===== src/alrm_cfg.svh =====
`ifndef ALRM_CFG_SVH
`define ALRM_CFG_SVH

`define ALRM_NUM_REF       4
`define ALRM_NUM_PLL       5
`define ALRM_NUM_ALM       22
`define ALRM_NUM_BLK       9
`define ALRM_NUM_GPIO      4
`define ALRM_PLL_BASE      12

`define ALRM_ADDR_CTRL     8'h00
`define ALRM_ADDR_LIVE     8'h04
`define ALRM_ADDR_STICKY   8'h08
`define ALRM_ADDR_CLR      8'h0c
`define ALRM_ADDR_ALERT_EN 8'h10
`define ALRM_ADDR_BLK_STK  8'h14
`define ALRM_ADDR_BLK_CLR  8'h18
`define ALRM_ADDR_PLL_ST   8'h1c
`define ALRM_ADDR_GPIO0    8'h20

`define ALRM_CTRL_GEN_BIT  0
`define ALRM_GCFG_MODE_LSB 0
`define ALRM_GCFG_INV_BIT  2
`define ALRM_GCFG_STK_BIT  3
`define ALRM_GCFG_SEL_LSB  4
`define ALRM_GCFG_W        9

`define ALRM_CTRL_RST      1'b1
`define ALRM_ALERT_EN_RST  22'h000000
`define ALRM_GCFG_RST      9'h000

`define ALRM_RESP_OKAY     2'b00
`define ALRM_RESP_SLVERR   2'b10

`endif


===== src/alrm_pkg.sv =====
package alrm_pkg;
    typedef enum logic [1:0] {
        ALRM_GPIO_OFF     = 2'b00,
        ALRM_GPIO_ALERT   = 2'b01,
        ALRM_GPIO_SINGLE  = 2'b10,
        ALRM_GPIO_SIGLOSS = 2'b11
    } alrm_gmode_t;

    typedef enum logic [2:0] {
        ALRM_PLL_FREERUN  = 3'b000,
        ALRM_PLL_ACQUIRE  = 3'b001,
        ALRM_PLL_LOCKREC  = 3'b010,
        ALRM_PLL_LOCKED   = 3'b011,
        ALRM_PLL_HOLDOVER = 3'b100
    } alrm_pll_st_t;

    typedef logic [21:0] alrm_vec_t;
    typedef logic [8:0]  alrm_blk_t;
endpackage


===== src/alrm_stk_if.sv =====
`timescale 1ns/1ps
`default_nettype none
interface alrm_stk_if;
    import alrm_pkg::*;
    alrm_vec_t live;
    alrm_vec_t clr;
    alrm_vec_t alert_en;
    alrm_blk_t blk_clr;
    logic      glob_en;
    alrm_vec_t sticky;
    alrm_blk_t blk_sticky;

    modport bank (input live, clr, alert_en, blk_clr, glob_en, output sticky, blk_sticky);
    modport ctl  (output live, clr, alert_en, blk_clr, glob_en, input sticky, blk_sticky);
endinterface
`default_nettype wire


===== src/alrm_top.sv =====
// The address map and the AXI4-Lite slave port were decided locally.
`timescale 1ns/1ps
`default_nettype none
`include "alrm_cfg.svh"
module alrm_top import alrm_pkg::*; (
    input  wire logic        I_CLK,
    input  wire logic        I_RST,
    input  wire logic [3:0]  I_REF_FREQ_ALM,
    input  wire logic [3:0]  I_REF_SIG_LOSS,
    input  wire logic [3:0]  I_REF_ACT_ALM,
    input  wire logic [14:0] I_PLL_STATE,
    input  wire logic        I_APLL_LOCKED,
    input  wire logic [7:0]  I_AWADDR,
    input  wire logic        I_AWVALID,
    output logic             O_AWREADY,
    input  wire logic [31:0] I_WDATA,
    input  wire logic [3:0]  I_WSTRB,
    input  wire logic        I_WVALID,
    output logic             O_WREADY,
    output logic [1:0]       O_BRESP,
    output logic             O_BVALID,
    input  wire logic        I_BREADY,
    input  wire logic [7:0]  I_ARADDR,
    input  wire logic        I_ARVALID,
    output logic             O_ARREADY,
    output logic [31:0]      O_RDATA,
    output logic [1:0]       O_RRESP,
    output logic             O_RVALID,
    input  wire logic        I_RREADY,
    output logic [3:0]       O_GPIO_OUT,
    output logic [3:0]       O_GPIO_OE
);
    // register bus: AXI4-Lite slave, one write and one read in flight

    logic        aw_got_q;
    logic        w_got_q;
    logic [7:0]  wr_addr_q;
    logic [31:0] wr_data_q;
    logic [3:0]  wr_strb_q;
    logic        wr_fire_w;
    logic        aw_hs_w;
    logic        w_hs_w;
    logic        ar_hs_w;
    logic        wr_map_w;
    logic        rd_map_w;
    logic [31:0] rd_word_w;

    logic        ctrl_q;
    alrm_vec_t   alert_en_q;
    logic [8:0]  gcfg_q [`ALRM_NUM_GPIO];

    alrm_vec_t   live_w;
    alrm_vec_t   clr_w;
    alrm_blk_t   blk_clr_w;
    logic        alert_w;

    alrm_stk_if  stk ();

    function automatic logic is_gpio(input logic [7:0] a);
        return a[7:4] == `ALRM_ADDR_GPIO0 >> 4 && a[1:0] == 2'b00;
    endfunction

    function automatic logic is_mapped(input logic [7:0] a);
        return (a[7:5] == 3'b000 && a[1:0] == 2'b00) || is_gpio(a);
    endfunction

    function automatic logic [31:0] merge(input logic [31:0] old, input logic [31:0] nw, input logic [3:0] strb);
        logic [31:0] r;
        r = old;
        for (int b = 0; b < 4; b++) begin
            if (strb[b]) begin
                r[8*b +: 8] = nw[8*b +: 8];
            end
        end
        return r;
    endfunction

    // live alarm vector; reference monitor i owns bits 3i..3i+2
    genvar gi;
    generate
        for (gi = 0; gi < `ALRM_NUM_REF; gi++) begin : g_ref
            assign live_w[3*gi]   = I_REF_FREQ_ALM[gi];
            assign live_w[3*gi+1] = I_REF_SIG_LOSS[gi];
            assign live_w[3*gi+2] = I_REF_ACT_ALM[gi];
        end
        for (gi = 0; gi < `ALRM_NUM_PLL; gi++) begin : g_pll
            // last loop (index 4) is the system phase loop
            wire alrm_pll_st_t st_w = alrm_pll_st_t'(I_PLL_STATE[3*gi +: 3]);
            // stickies fire on entering and on leaving holdover or locked, via the level change
            assign live_w[`ALRM_PLL_BASE+2*gi]   = st_w == ALRM_PLL_HOLDOVER;
            assign live_w[`ALRM_PLL_BASE+2*gi+1] = st_w == ALRM_PLL_LOCKED && I_APLL_LOCKED;
        end
    endgenerate

    assign aw_hs_w   = I_AWVALID && O_AWREADY;
    assign w_hs_w    = I_WVALID && O_WREADY;
    assign ar_hs_w   = I_ARVALID && O_ARREADY;
    assign wr_fire_w = aw_got_q && w_got_q && !O_BVALID;
    assign wr_map_w  = is_mapped(wr_addr_q);
    assign rd_map_w  = is_mapped(I_ARADDR);

    // clears are one-cycle pulses; a write of ones clears those bits only
    assign clr_w     = (wr_fire_w && wr_addr_q == `ALRM_ADDR_CLR) ?
                       alrm_vec_t'(merge(32'h0, wr_data_q, wr_strb_q)) : '0;
    assign blk_clr_w = (wr_fire_w && wr_addr_q == `ALRM_ADDR_BLK_CLR) ?
                       alrm_blk_t'(merge(32'h0, wr_data_q, wr_strb_q)) : '0;

    assign stk.live     = live_w;
    assign stk.clr      = clr_w;
    assign stk.blk_clr  = blk_clr_w;
    assign stk.alert_en = alert_en_q;
    assign stk.glob_en  = ctrl_q;

    alrm_sticky_bank u_bank (
        .i_clk (I_CLK),
        .i_rst (I_RST),
        .bus   (stk.bank)
    );

    // alert waits on both individual and block stickies; negation is one cycle,
    // well inside the allowed lag, but software must still treat it as a level
    assign alert_w = |(stk.sticky & alert_en_q) | |stk.blk_sticky;

    assign rd_word_w =
        I_ARADDR == `ALRM_ADDR_CTRL     ? {31'h0, ctrl_q} :
        I_ARADDR == `ALRM_ADDR_LIVE     ? {10'h0, live_w} :
        I_ARADDR == `ALRM_ADDR_STICKY   ? {10'h0, stk.sticky} :
        I_ARADDR == `ALRM_ADDR_ALERT_EN ? {10'h0, alert_en_q} :
        I_ARADDR == `ALRM_ADDR_BLK_STK  ? {23'h0, stk.blk_sticky} :
        I_ARADDR == `ALRM_ADDR_PLL_ST   ? {17'h0, I_PLL_STATE} :
        is_gpio(I_ARADDR)               ? {23'h0, gcfg_q[I_ARADDR[3:2]]} :
        32'h0;

    // write channel: address and data are taken in either order
    always_ff @(posedge I_CLK) begin
        if (I_RST) begin
            O_AWREADY <= 1'b0;
            O_WREADY  <= 1'b0;
            aw_got_q  <= 1'b0;
            w_got_q   <= 1'b0;
            O_BVALID  <= 1'b0;
            O_BRESP   <= `ALRM_RESP_OKAY;
        end else begin
            O_AWREADY <= !aw_got_q && !aw_hs_w && !O_BVALID;
            O_WREADY  <= !w_got_q && !w_hs_w && !O_BVALID;
            if (aw_hs_w) begin
                aw_got_q <= 1'b1;
            end
            if (w_hs_w) begin
                w_got_q <= 1'b1;
            end
            if (wr_fire_w) begin
                O_BVALID <= 1'b1;
                O_BRESP  <= wr_map_w ? `ALRM_RESP_OKAY : `ALRM_RESP_SLVERR;
            end else if (O_BVALID && I_BREADY) begin
                O_BVALID <= 1'b0;
                aw_got_q <= 1'b0;
                w_got_q  <= 1'b0;
            end
        end
    end

    always_ff @(posedge I_CLK) begin
        if (aw_hs_w) begin
            wr_addr_q <= I_AWADDR;
        end
        if (w_hs_w) begin
            wr_data_q <= I_WDATA;
            wr_strb_q <= I_WSTRB;
        end
    end

    always_ff @(posedge I_CLK) begin
        if (I_RST) begin
            ctrl_q     <= `ALRM_CTRL_RST;
            alert_en_q <= `ALRM_ALERT_EN_RST;
        end else if (wr_fire_w) begin
            if (wr_addr_q == `ALRM_ADDR_CTRL && wr_strb_q[0]) begin
                ctrl_q <= wr_data_q[`ALRM_CTRL_GEN_BIT];
            end
            if (wr_addr_q == `ALRM_ADDR_ALERT_EN) begin
                alert_en_q <= alrm_vec_t'(merge({10'h0, alert_en_q}, wr_data_q, wr_strb_q));
            end
        end
    end

    // read channel: data latched at the address handshake
    always_ff @(posedge I_CLK) begin
        if (I_RST) begin
            O_ARREADY <= 1'b0;
            O_RVALID  <= 1'b0;
            O_RDATA   <= 32'h0;
            O_RRESP   <= `ALRM_RESP_OKAY;
        end else begin
            O_ARREADY <= !ar_hs_w && !(O_RVALID && !I_RREADY);
            if (ar_hs_w) begin
                O_RVALID <= 1'b1;
                O_RDATA  <= rd_map_w ? rd_word_w : 32'h0;
                O_RRESP  <= rd_map_w ? `ALRM_RESP_OKAY : `ALRM_RESP_SLVERR;
            end else if (O_RVALID && I_RREADY) begin
                O_RVALID <= 1'b0;
            end
        end
    end

    // per-pin GPIO alarm routing
    generate
        for (gi = 0; gi < `ALRM_NUM_GPIO; gi++) begin : g_gpio
            wire alrm_gmode_t mode_w = alrm_gmode_t'(gcfg_q[gi][`ALRM_GCFG_MODE_LSB +: 2]);
            wire logic        inv_w  = gcfg_q[gi][`ALRM_GCFG_INV_BIT];
            wire logic [4:0]  sel_w  = gcfg_q[gi][`ALRM_GCFG_SEL_LSB +: 5];
            wire logic        ok_w   = sel_w < 5'(`ALRM_NUM_ALM);
            wire logic        one_w  = ok_w && (gcfg_q[gi][`ALRM_GCFG_STK_BIT] ? stk.sticky[sel_w] : live_w[sel_w]);
            wire logic        los_w  = live_w[3*sel_w[1:0]+1];
            wire logic        val_w  = mode_w == ALRM_GPIO_ALERT   ? alert_w :
                                       mode_w == ALRM_GPIO_SINGLE  ? one_w :
                                       mode_w == ALRM_GPIO_SIGLOSS ? los_w : 1'b0;

            always_ff @(posedge I_CLK) begin
                if (I_RST) begin
                    gcfg_q[gi] <= `ALRM_GCFG_RST;
                end else if (wr_fire_w && wr_addr_q == `ALRM_ADDR_GPIO0 + 8'(4*gi)) begin
                    gcfg_q[gi] <= 9'(merge({23'h0, gcfg_q[gi]}, wr_data_q, wr_strb_q));
                end
            end

            always_ff @(posedge I_CLK) begin
                if (I_RST) begin
                    O_GPIO_OUT[gi] <= 1'b0;
                    O_GPIO_OE[gi]  <= 1'b0;
                end else begin
                    O_GPIO_OUT[gi] <= val_w ^ inv_w;
                    O_GPIO_OE[gi]  <= mode_w != ALRM_GPIO_OFF;
                end
            end

        end
    endgenerate
endmodule
`default_nettype wire


===== src/alrm_sticky_bank.sv =====
`timescale 1ns/1ps
`default_nettype none
`include "alrm_cfg.svh"
module alrm_sticky_bank import alrm_pkg::*; (
    input  wire logic  i_clk,
    input  wire logic  i_rst,
    alrm_stk_if.bank   bus
);
    alrm_vec_t live_q;
    alrm_vec_t sticky_q;
    alrm_blk_t blk_q;
    alrm_vec_t set_w;
    alrm_vec_t stk_d;
    alrm_blk_t blk_set_w;

    function automatic alrm_blk_t blk_of(input alrm_vec_t v);
        alrm_blk_t b;
        b = '0;
        for (int r = 0; r < `ALRM_NUM_REF; r++) begin
            b[r] = |v[3*r +: 3];
        end
        for (int p = 0; p < `ALRM_NUM_PLL; p++) begin
            b[`ALRM_NUM_REF+p] = |v[`ALRM_PLL_BASE+2*p +: 2];
        end
        return b;
    endfunction

    // both edges of the live level count; nothing new latches while disabled
    assign set_w     = (bus.live ^ live_q) & {`ALRM_NUM_ALM{bus.glob_en}};
    assign stk_d     = set_w | (sticky_q & ~bus.clr);
    // level set: a block bit re-arms while any enabled member is still pending
    assign blk_set_w = blk_of(sticky_q & bus.alert_en);

    always_ff @(posedge i_clk) begin
        if (i_rst) begin
            live_q   <= '0;
            sticky_q <= '0;
            blk_q    <= '0;
        end else begin
            live_q   <= bus.live;
            sticky_q <= stk_d;
            blk_q    <= blk_set_w | (blk_q & ~bus.blk_clr);
        end
    end

    assign bus.sticky     = sticky_q;
    assign bus.blk_sticky = blk_q;
endmodule
`default_nettype wire


===== config.mk =====
export PLATFORM = sky130hd
export DESIGN_NAME = alrm_top
export DESIGN_NICKNAME = d
export VERILOG_FILES = /design/src/alrm_pkg.sv /design/src/alrm_stk_if.sv /design/src/alrm_top.sv /design/src/alrm_sticky_bank.sv
export VERILOG_INCLUDE_DIRS = /design/src
export SDC_FILE = /design/constraint.sdc
export NUM_CORES = 1
export LEC_CHECK = 0
export CORE_MARGIN = 2
export CORE_UTILIZATION = 54
export DETAILED_ROUTE_END_ITERATION = 8
export DONT_BUFFER_PORTS = 1
export GPL_ROUTABILITY_DRIVEN = 0
export HOLD_SLACK_MARGIN = 0.12
export PLACE_DENSITY = 0.69
export SETUP_SLACK_MARGIN = 0.15
export SYNTH_ARGS = -nofsm -noshare
export SYNTH_HDL_FRONTEND = slang
export SYNTH_SLANG_ARGS = --single-unit

===== constraint.sdc =====
create_clock -name I_CLK -period 5.41 [get_ports I_CLK]
set_input_delay 0.541 -clock I_CLK [delete_from_list [all_inputs] [get_ports I_CLK]]
set_output_delay 0.541 -clock I_CLK [all_outputs]
set_load 0.005 [all_outputs]

**After elaboration in Yosys (flattened, before gate mapping)**

Memories as Yosys holds them, arrays and structs flattened.
Cells that the tools add are included.

- Bits in writable memories: 36
- Memories kept: 1
- Bits of input ports: 87
- Register bits: 160
- Word-level logic and storage cells: 280

Memories:

| name | depth | bits a word | rd ports | clocked after Yosys merged registers in | wr ports | line | RTL |
|---|---|---|---|---|---|---|---|
| gcfg_q | 4 | 9 | 5 | 0 | 4 | alrm_top.sv:50 | `` logic [8:0] gcfg_q [`ALRM_NUM_GPIO]; `` |

- Mux-type cells: 107
- Reductions and logical operators: 70
- Add/subtract/negate cells: 4
- $lt $le $gt $ge: 12
- Eq/ne operators: 36
- Bitwise gates (word level): 18
- Multipliers: 4

Operators by type and width:

| cell | count |
|---|---|
| $mux W22 | 6 |
| $mux W8 | 14 |
| $and A22 B22 Y22 | 3 |
| $mux W1 | 64 |
| $bmux W1 S5 | 12 |
| $mux W9 | 6 |
| $lt A5 B6 Y1 const B | 8 |
| $eq A8 B5 Y1 const B | 5 |
| $logic_and A1 B1 Y1 | 33 |
| $eq A8 B6 Y1 const B | 4 |
| $mux W15 | 2 |
| $not A22 Y22 | 1 |
| $or A22 B22 Y22 | 1 |
| $reduce_or A22 Y1 | 1 |
| $xor A22 B22 Y22 | 1 |
| $add A4 B1 Y5 const B | 4 |
| $lt A5 B5 Y1 const B | 4 |
| $eq A2 B2 Y1 const B | 8 |
| $eq A8 B4 Y1 const B | 2 |
| $logic_not A8 Y1 | 2 |
| $mul A2 B2 Y4 const A | 4 |
| $eq A3 B2 Y1 const B | 5 |
| $eq A3 B3 Y1 const B | 5 |
| $reduce_bool A2 Y1 | 6 |
| other kinds (19) | 50 |

**Longest topological paths before layout**

- Depth after elaboration: 10
- Depth in mapped cells: 9

**Cells and area by module**

A second synthesis with hierarchy kept.

- Cell total of the unflattened synthesis: 990
- Area total of the unflattened synthesis: 10153.5 um^2

Modules (own cells, without submodules):

| module | instances | sequential area each (um^2) | cells an instance | area an instance (um^2) |
|---|---|---|---|---|
| alrm_top | 1 | 3313.2 | 808 | 8206.6 |
| alrm_sticky_bank | 1 | 1061.0 | 182 | 1946.9 |

**Worst setup path after synthesis**

No wires, ideal clock.

- Path kind: input port to flip-flop
- Start point: in I_PLL_STATE[6]
- End point: reg O_GPIO_OUT[0]
- Library setup time: 0.132 ns
- Path slack: 3.008 ns
- Cell stages on the path: 7
- Required time: 5.278 ns
- Buffers on the path: 1
- Arrival: 2.271 ns
- Cell sequence: or3b_2 > clkbuf_1 > mux4_2 > or3_1 > a31oi_1 > nand3b_1 > o211ai_1

- Cells in the longest elaborated chain, start to end: 9
- Elaborated cells on any way between the ends: 13
- Those cells by class: eq/ne (2); mux (8); bitwise (1); reduce/logical (2)

Ends and longest elaborated chain:

| item | line | RTL |
|---|---|---|
| from (decl) | alrm_top.sv:11 | `input wire logic [14:0] I_PLL_STATE,` |
| $eq A3 B2 Y1 | alrm_top.sv:91 | `` assign live_w[`ALRM_PLL_BASE+2*gi+1] = st_w == ALRM_PLL_LOCKED && I_APLL_LOCKED; `` |
| $logic_and A1 B1 Y1 | alrm_top.sv:91 |  |
| $bmux W1 S5 | alrm_top.sv:213 | `` wire logic one_w = ok_w && (gcfg_q[gi][`ALRM_GCFG_STK_BIT] ? stk.sticky[sel_w] : live_w[sel_w]); `` |
| $mux W1 (not written as such) | alrm_top.sv:213 |  |
| $mux W1 | alrm_top.sv:213 |  |
| $logic_and A1 B1 Y1 | alrm_top.sv:213 |  |
| $mux W1 (*) | alrm_top.sv:216 | `mode_w == ALRM_GPIO_SINGLE ? one_w :` |
| $mux W1 (*) | alrm_top.sv:215 | `wire logic val_w = mode_w == ALRM_GPIO_ALERT ? alert_w :` |
| $xor A1 B1 Y1 (*) | alrm_top.sv:232 | `O_GPIO_OUT[gi] <= val_w ^ inv_w;` |
| to (signal, indexed assignment) | alrm_top.sv:232 |  |
| to (decl) | alrm_top.sv:30 | `output logic [3:0] O_GPIO_OUT,` |

Mark *: on every way between the ends. The rest lies on a longest branch, timed or not. The select of a mux whose other input is x is not followed.
A chain may end at the register's enable or synchronous reset.

==> reports/results.txt <==
pin count of the biggest net entering global routing: 126
number of global-route vias before repair: 7540
Area Overhead vs Synth: 6.12%
FFs w/ async S/R, synth: 0
max cap viols: 0
IO Port Bufs: 0
Die Footprint: 19600 µm²
CTS tree: yes
status: finished clean
Top Ports: 136
Final Cell Area: 10600 µm²
FILL cells: 1545
setup TNS: 0 ns
Critical Path RT: 5.74 ns
overall routing resource usage: 0.315
peak per-stage delay on the critical path: 1.00 ns
Setup crit start kind: flip-flop
static leakage: 3.78 nW
total CTS buffers: 17
Mean Syn Cell Area: 10.3 µm²
Via Count: 8268
fin cells: 1165
first-pass GRT wire length: 46100 µm
worst min path class: primary input to flip-flop
min Tclk post-route: 3.10 ns
CTS Sinks: 184
critical path class: flip-flop to flip-flop
share of cells above drive strength 1: 0.101
Synth top area share: 0.231
fmax: 0.322 GHz
Avg Vias per Cell: 7.10
Post-DP Area: 9960 µm²
antenna violations before repair: 0
WP data arrival: 3.43 ns
CTS Hold Buffers Added: 0
Final Max Slew Viols: 0
post-synthesis cell type count: 70
post-route ant nets: 0
Initial DRT Pass Iterations: 6
crit-path cells: nand2_1, o32ai_1, a22oi_1, a2111oi_0, or4_1, o311ai_1
endpoint type of the worst setup path: flip-flop
FF+latch count, synth: 184
Layout Nets: 1014
Die H: 140 µm
Worst slew margin: 0.183
ANT cells: 0
RSZ-0062 raised after global routing: false
Mapped Cells: 970
postcts setup bufs: 0
root buf cell: clkbuf_16
count of final setup violators: 0
Syn Std Cell Area: 9970 µm²
Die Width: 140 µm
Max Buffers Root-to-Sink: 2
Yosys warnings: 0
final hold violation count: 0
Starting Density: 0.553
Post-DP HPWL: 21700 µm
Detailed Route WL: 30900 µm
drt drc: 0
core area: 18000 µm²
EDFF count, synth: 69
Seq/Total Area, Yosys: 0.439
crit share post-route: 0.574
grt ovf: 0
routed len/inst: 26.5 µm
H-tree depth: 4
Max IR drop VDD: 0.000227 V
Yosys top cell by area: dfxtp_1
Primary FF master, synth: dfxtp_1
most frequent cells after synthesis: dfxtp_1 (115), nor2_1 (97), edfxtp_1 (69)
Buf+Inv Stages, Crit Path: 0
crit-path max FO: 22
Initial DRC Count: 1138
count leader, synth: dfxtp_1
Clock Skew: 0.0154 ns
clock edge transition at the registers on the reported setup and hold paths: 0.08 ns
Power per Cell Area: 291 nW/µm²
Crit path max-delay family: compound AO/OA/AOI/OAI gates
Worst-Skew Late Latency: 0.45 ns
Least-Margin Pin Slew: 1.22 ns
post_cts resized: 0
Slowest-stage cell, CP: edfxtp_1
Synth area leaders: dfxtp_1 (23%), edfxtp_1 (21%), mux4_2 (9.7%), mux2i_1 (5.1%), nor2_1 (3.7%)
Cells after DPL: 1133
Cell Rows: 49
==> report_power, final <==
group / internal (mW) / switching (mW)
sequential: 1.49 / 0.0994
combinational: 0.112 / 0.0973
clock: 0.636 / 0.650
total: 2.23 / 0.847
==> sequential cells by signal (all words and copies together) (netlist names), 3 cells and up <==
register / count
wr_addr_q: 8
O_GPIO_OUT: 4
u_bank.bus.blk_sticky: 9
wr_data_q: 22
alert_en_q: 22
gcfg_q: 36
u_bank.bus.sticky: 22
O_GPIO_OE: 4
u_bank.live_q: 22
O_RDATA: 22
wr_strb_q: 3
==> layout by cell type (no fill, tap or decap), types with 5 or more instances in the layout <==
cell	instances
and2_1	13
nand3b_1	7
nor4_1	16
a22oi_1	29
nand2_1	68
a211oi_1	16
nand4_1	7
o211ai_1	8
mux2i_1	51
buf_4	6
xor2_1	12
clkinv_8	6
inv_8	5
o21ai_0	40
a221oi_1	9
and3_1	13
nor3_1	21
nor2b_1	22
a222oi_1	8
edfxtp_1	69
conb_1	12
a221o_1	6
or3b_2	5
inv_1	28
o221ai_1	5
clkbuf_16	17
nor2_1	97
nand3_1	25
mux4_1	7
a21oi_1	51
dfxtp_1	115
mux4_2	43
xnor2_1	10
nand4b_1	7
o22ai_1	7
a31oi_1	8
==> layer usage <==
layer,track usage,wire length [µm],vias to the layer above
met5,0,0,-
met4,0.114,1420,0
li1,-,-,3583
met3,0.107,4410,117
met1,0.439,12100,3916
met2,0.460,13000,652
==> area by class of cell <==
type / instances / area (µm²) / area share
multi-input cells: 686 / 5150 / 0.487
repair buffers: 6 / 45.0 / 0.00426
flip-flops and latches: 184 / 4370 / 0.413
clock inverters: 15 / 195 / 0.0184
well taps: 229 / 287 / 0.0271
clock buffers: 17 / 425 / 0.0402
inverters: 28 / 105 / 0.00993
==> cell families after synthesis <==
group,after synthesis,synth area share
AND/OR/NAND/NOR,324,0.166
AO/OA/AOI/OAI,222,0.153
flip-flops,184,0.439
buffers and inverters,111,0.0489
multiplexers,102,0.168
XOR/XNOR,22,0.0193
adder cells (fa/ha/maj),4,0.00502
other,1,0.000376
==> path summary, 6_finish.rpt <==
path	start	end	slack [ns]	depth (start not counted)
hold / removal	I_RST	u_bank.bus.sticky[3]	0.17	1
hold reg to reg	w_got_q	O_WREADY	0.45	1
setup / recovery	gcfg_q[2][4]	O_GPIO_OUT[2]	2.31	6
setup reg to reg	gcfg_q[2][4]	O_GPIO_OUT[2]	2.31	6
==> per-stage QoR <==
step / setup WS [ns] / total power, mW / hold slack [ns] / util
5_1_grt: 2.21 / 3.17 / 0.154 / 0.587
3_3_place_gp: 2.32 / 1.81 / 0.429 / 0.553
6_report: 2.31 / 3.08 / 0.170 / 0.587
3_5_place_dp: 2.34 / 1.81 / 0.448 / 0.553
2_1_floorplan: 3.01 / 1.77 / 0.416 / -
4_1_cts: 2.44 / 3.08 / 0.161 / 0.587
Note: power is estimated with default switching activity, not from simulation.
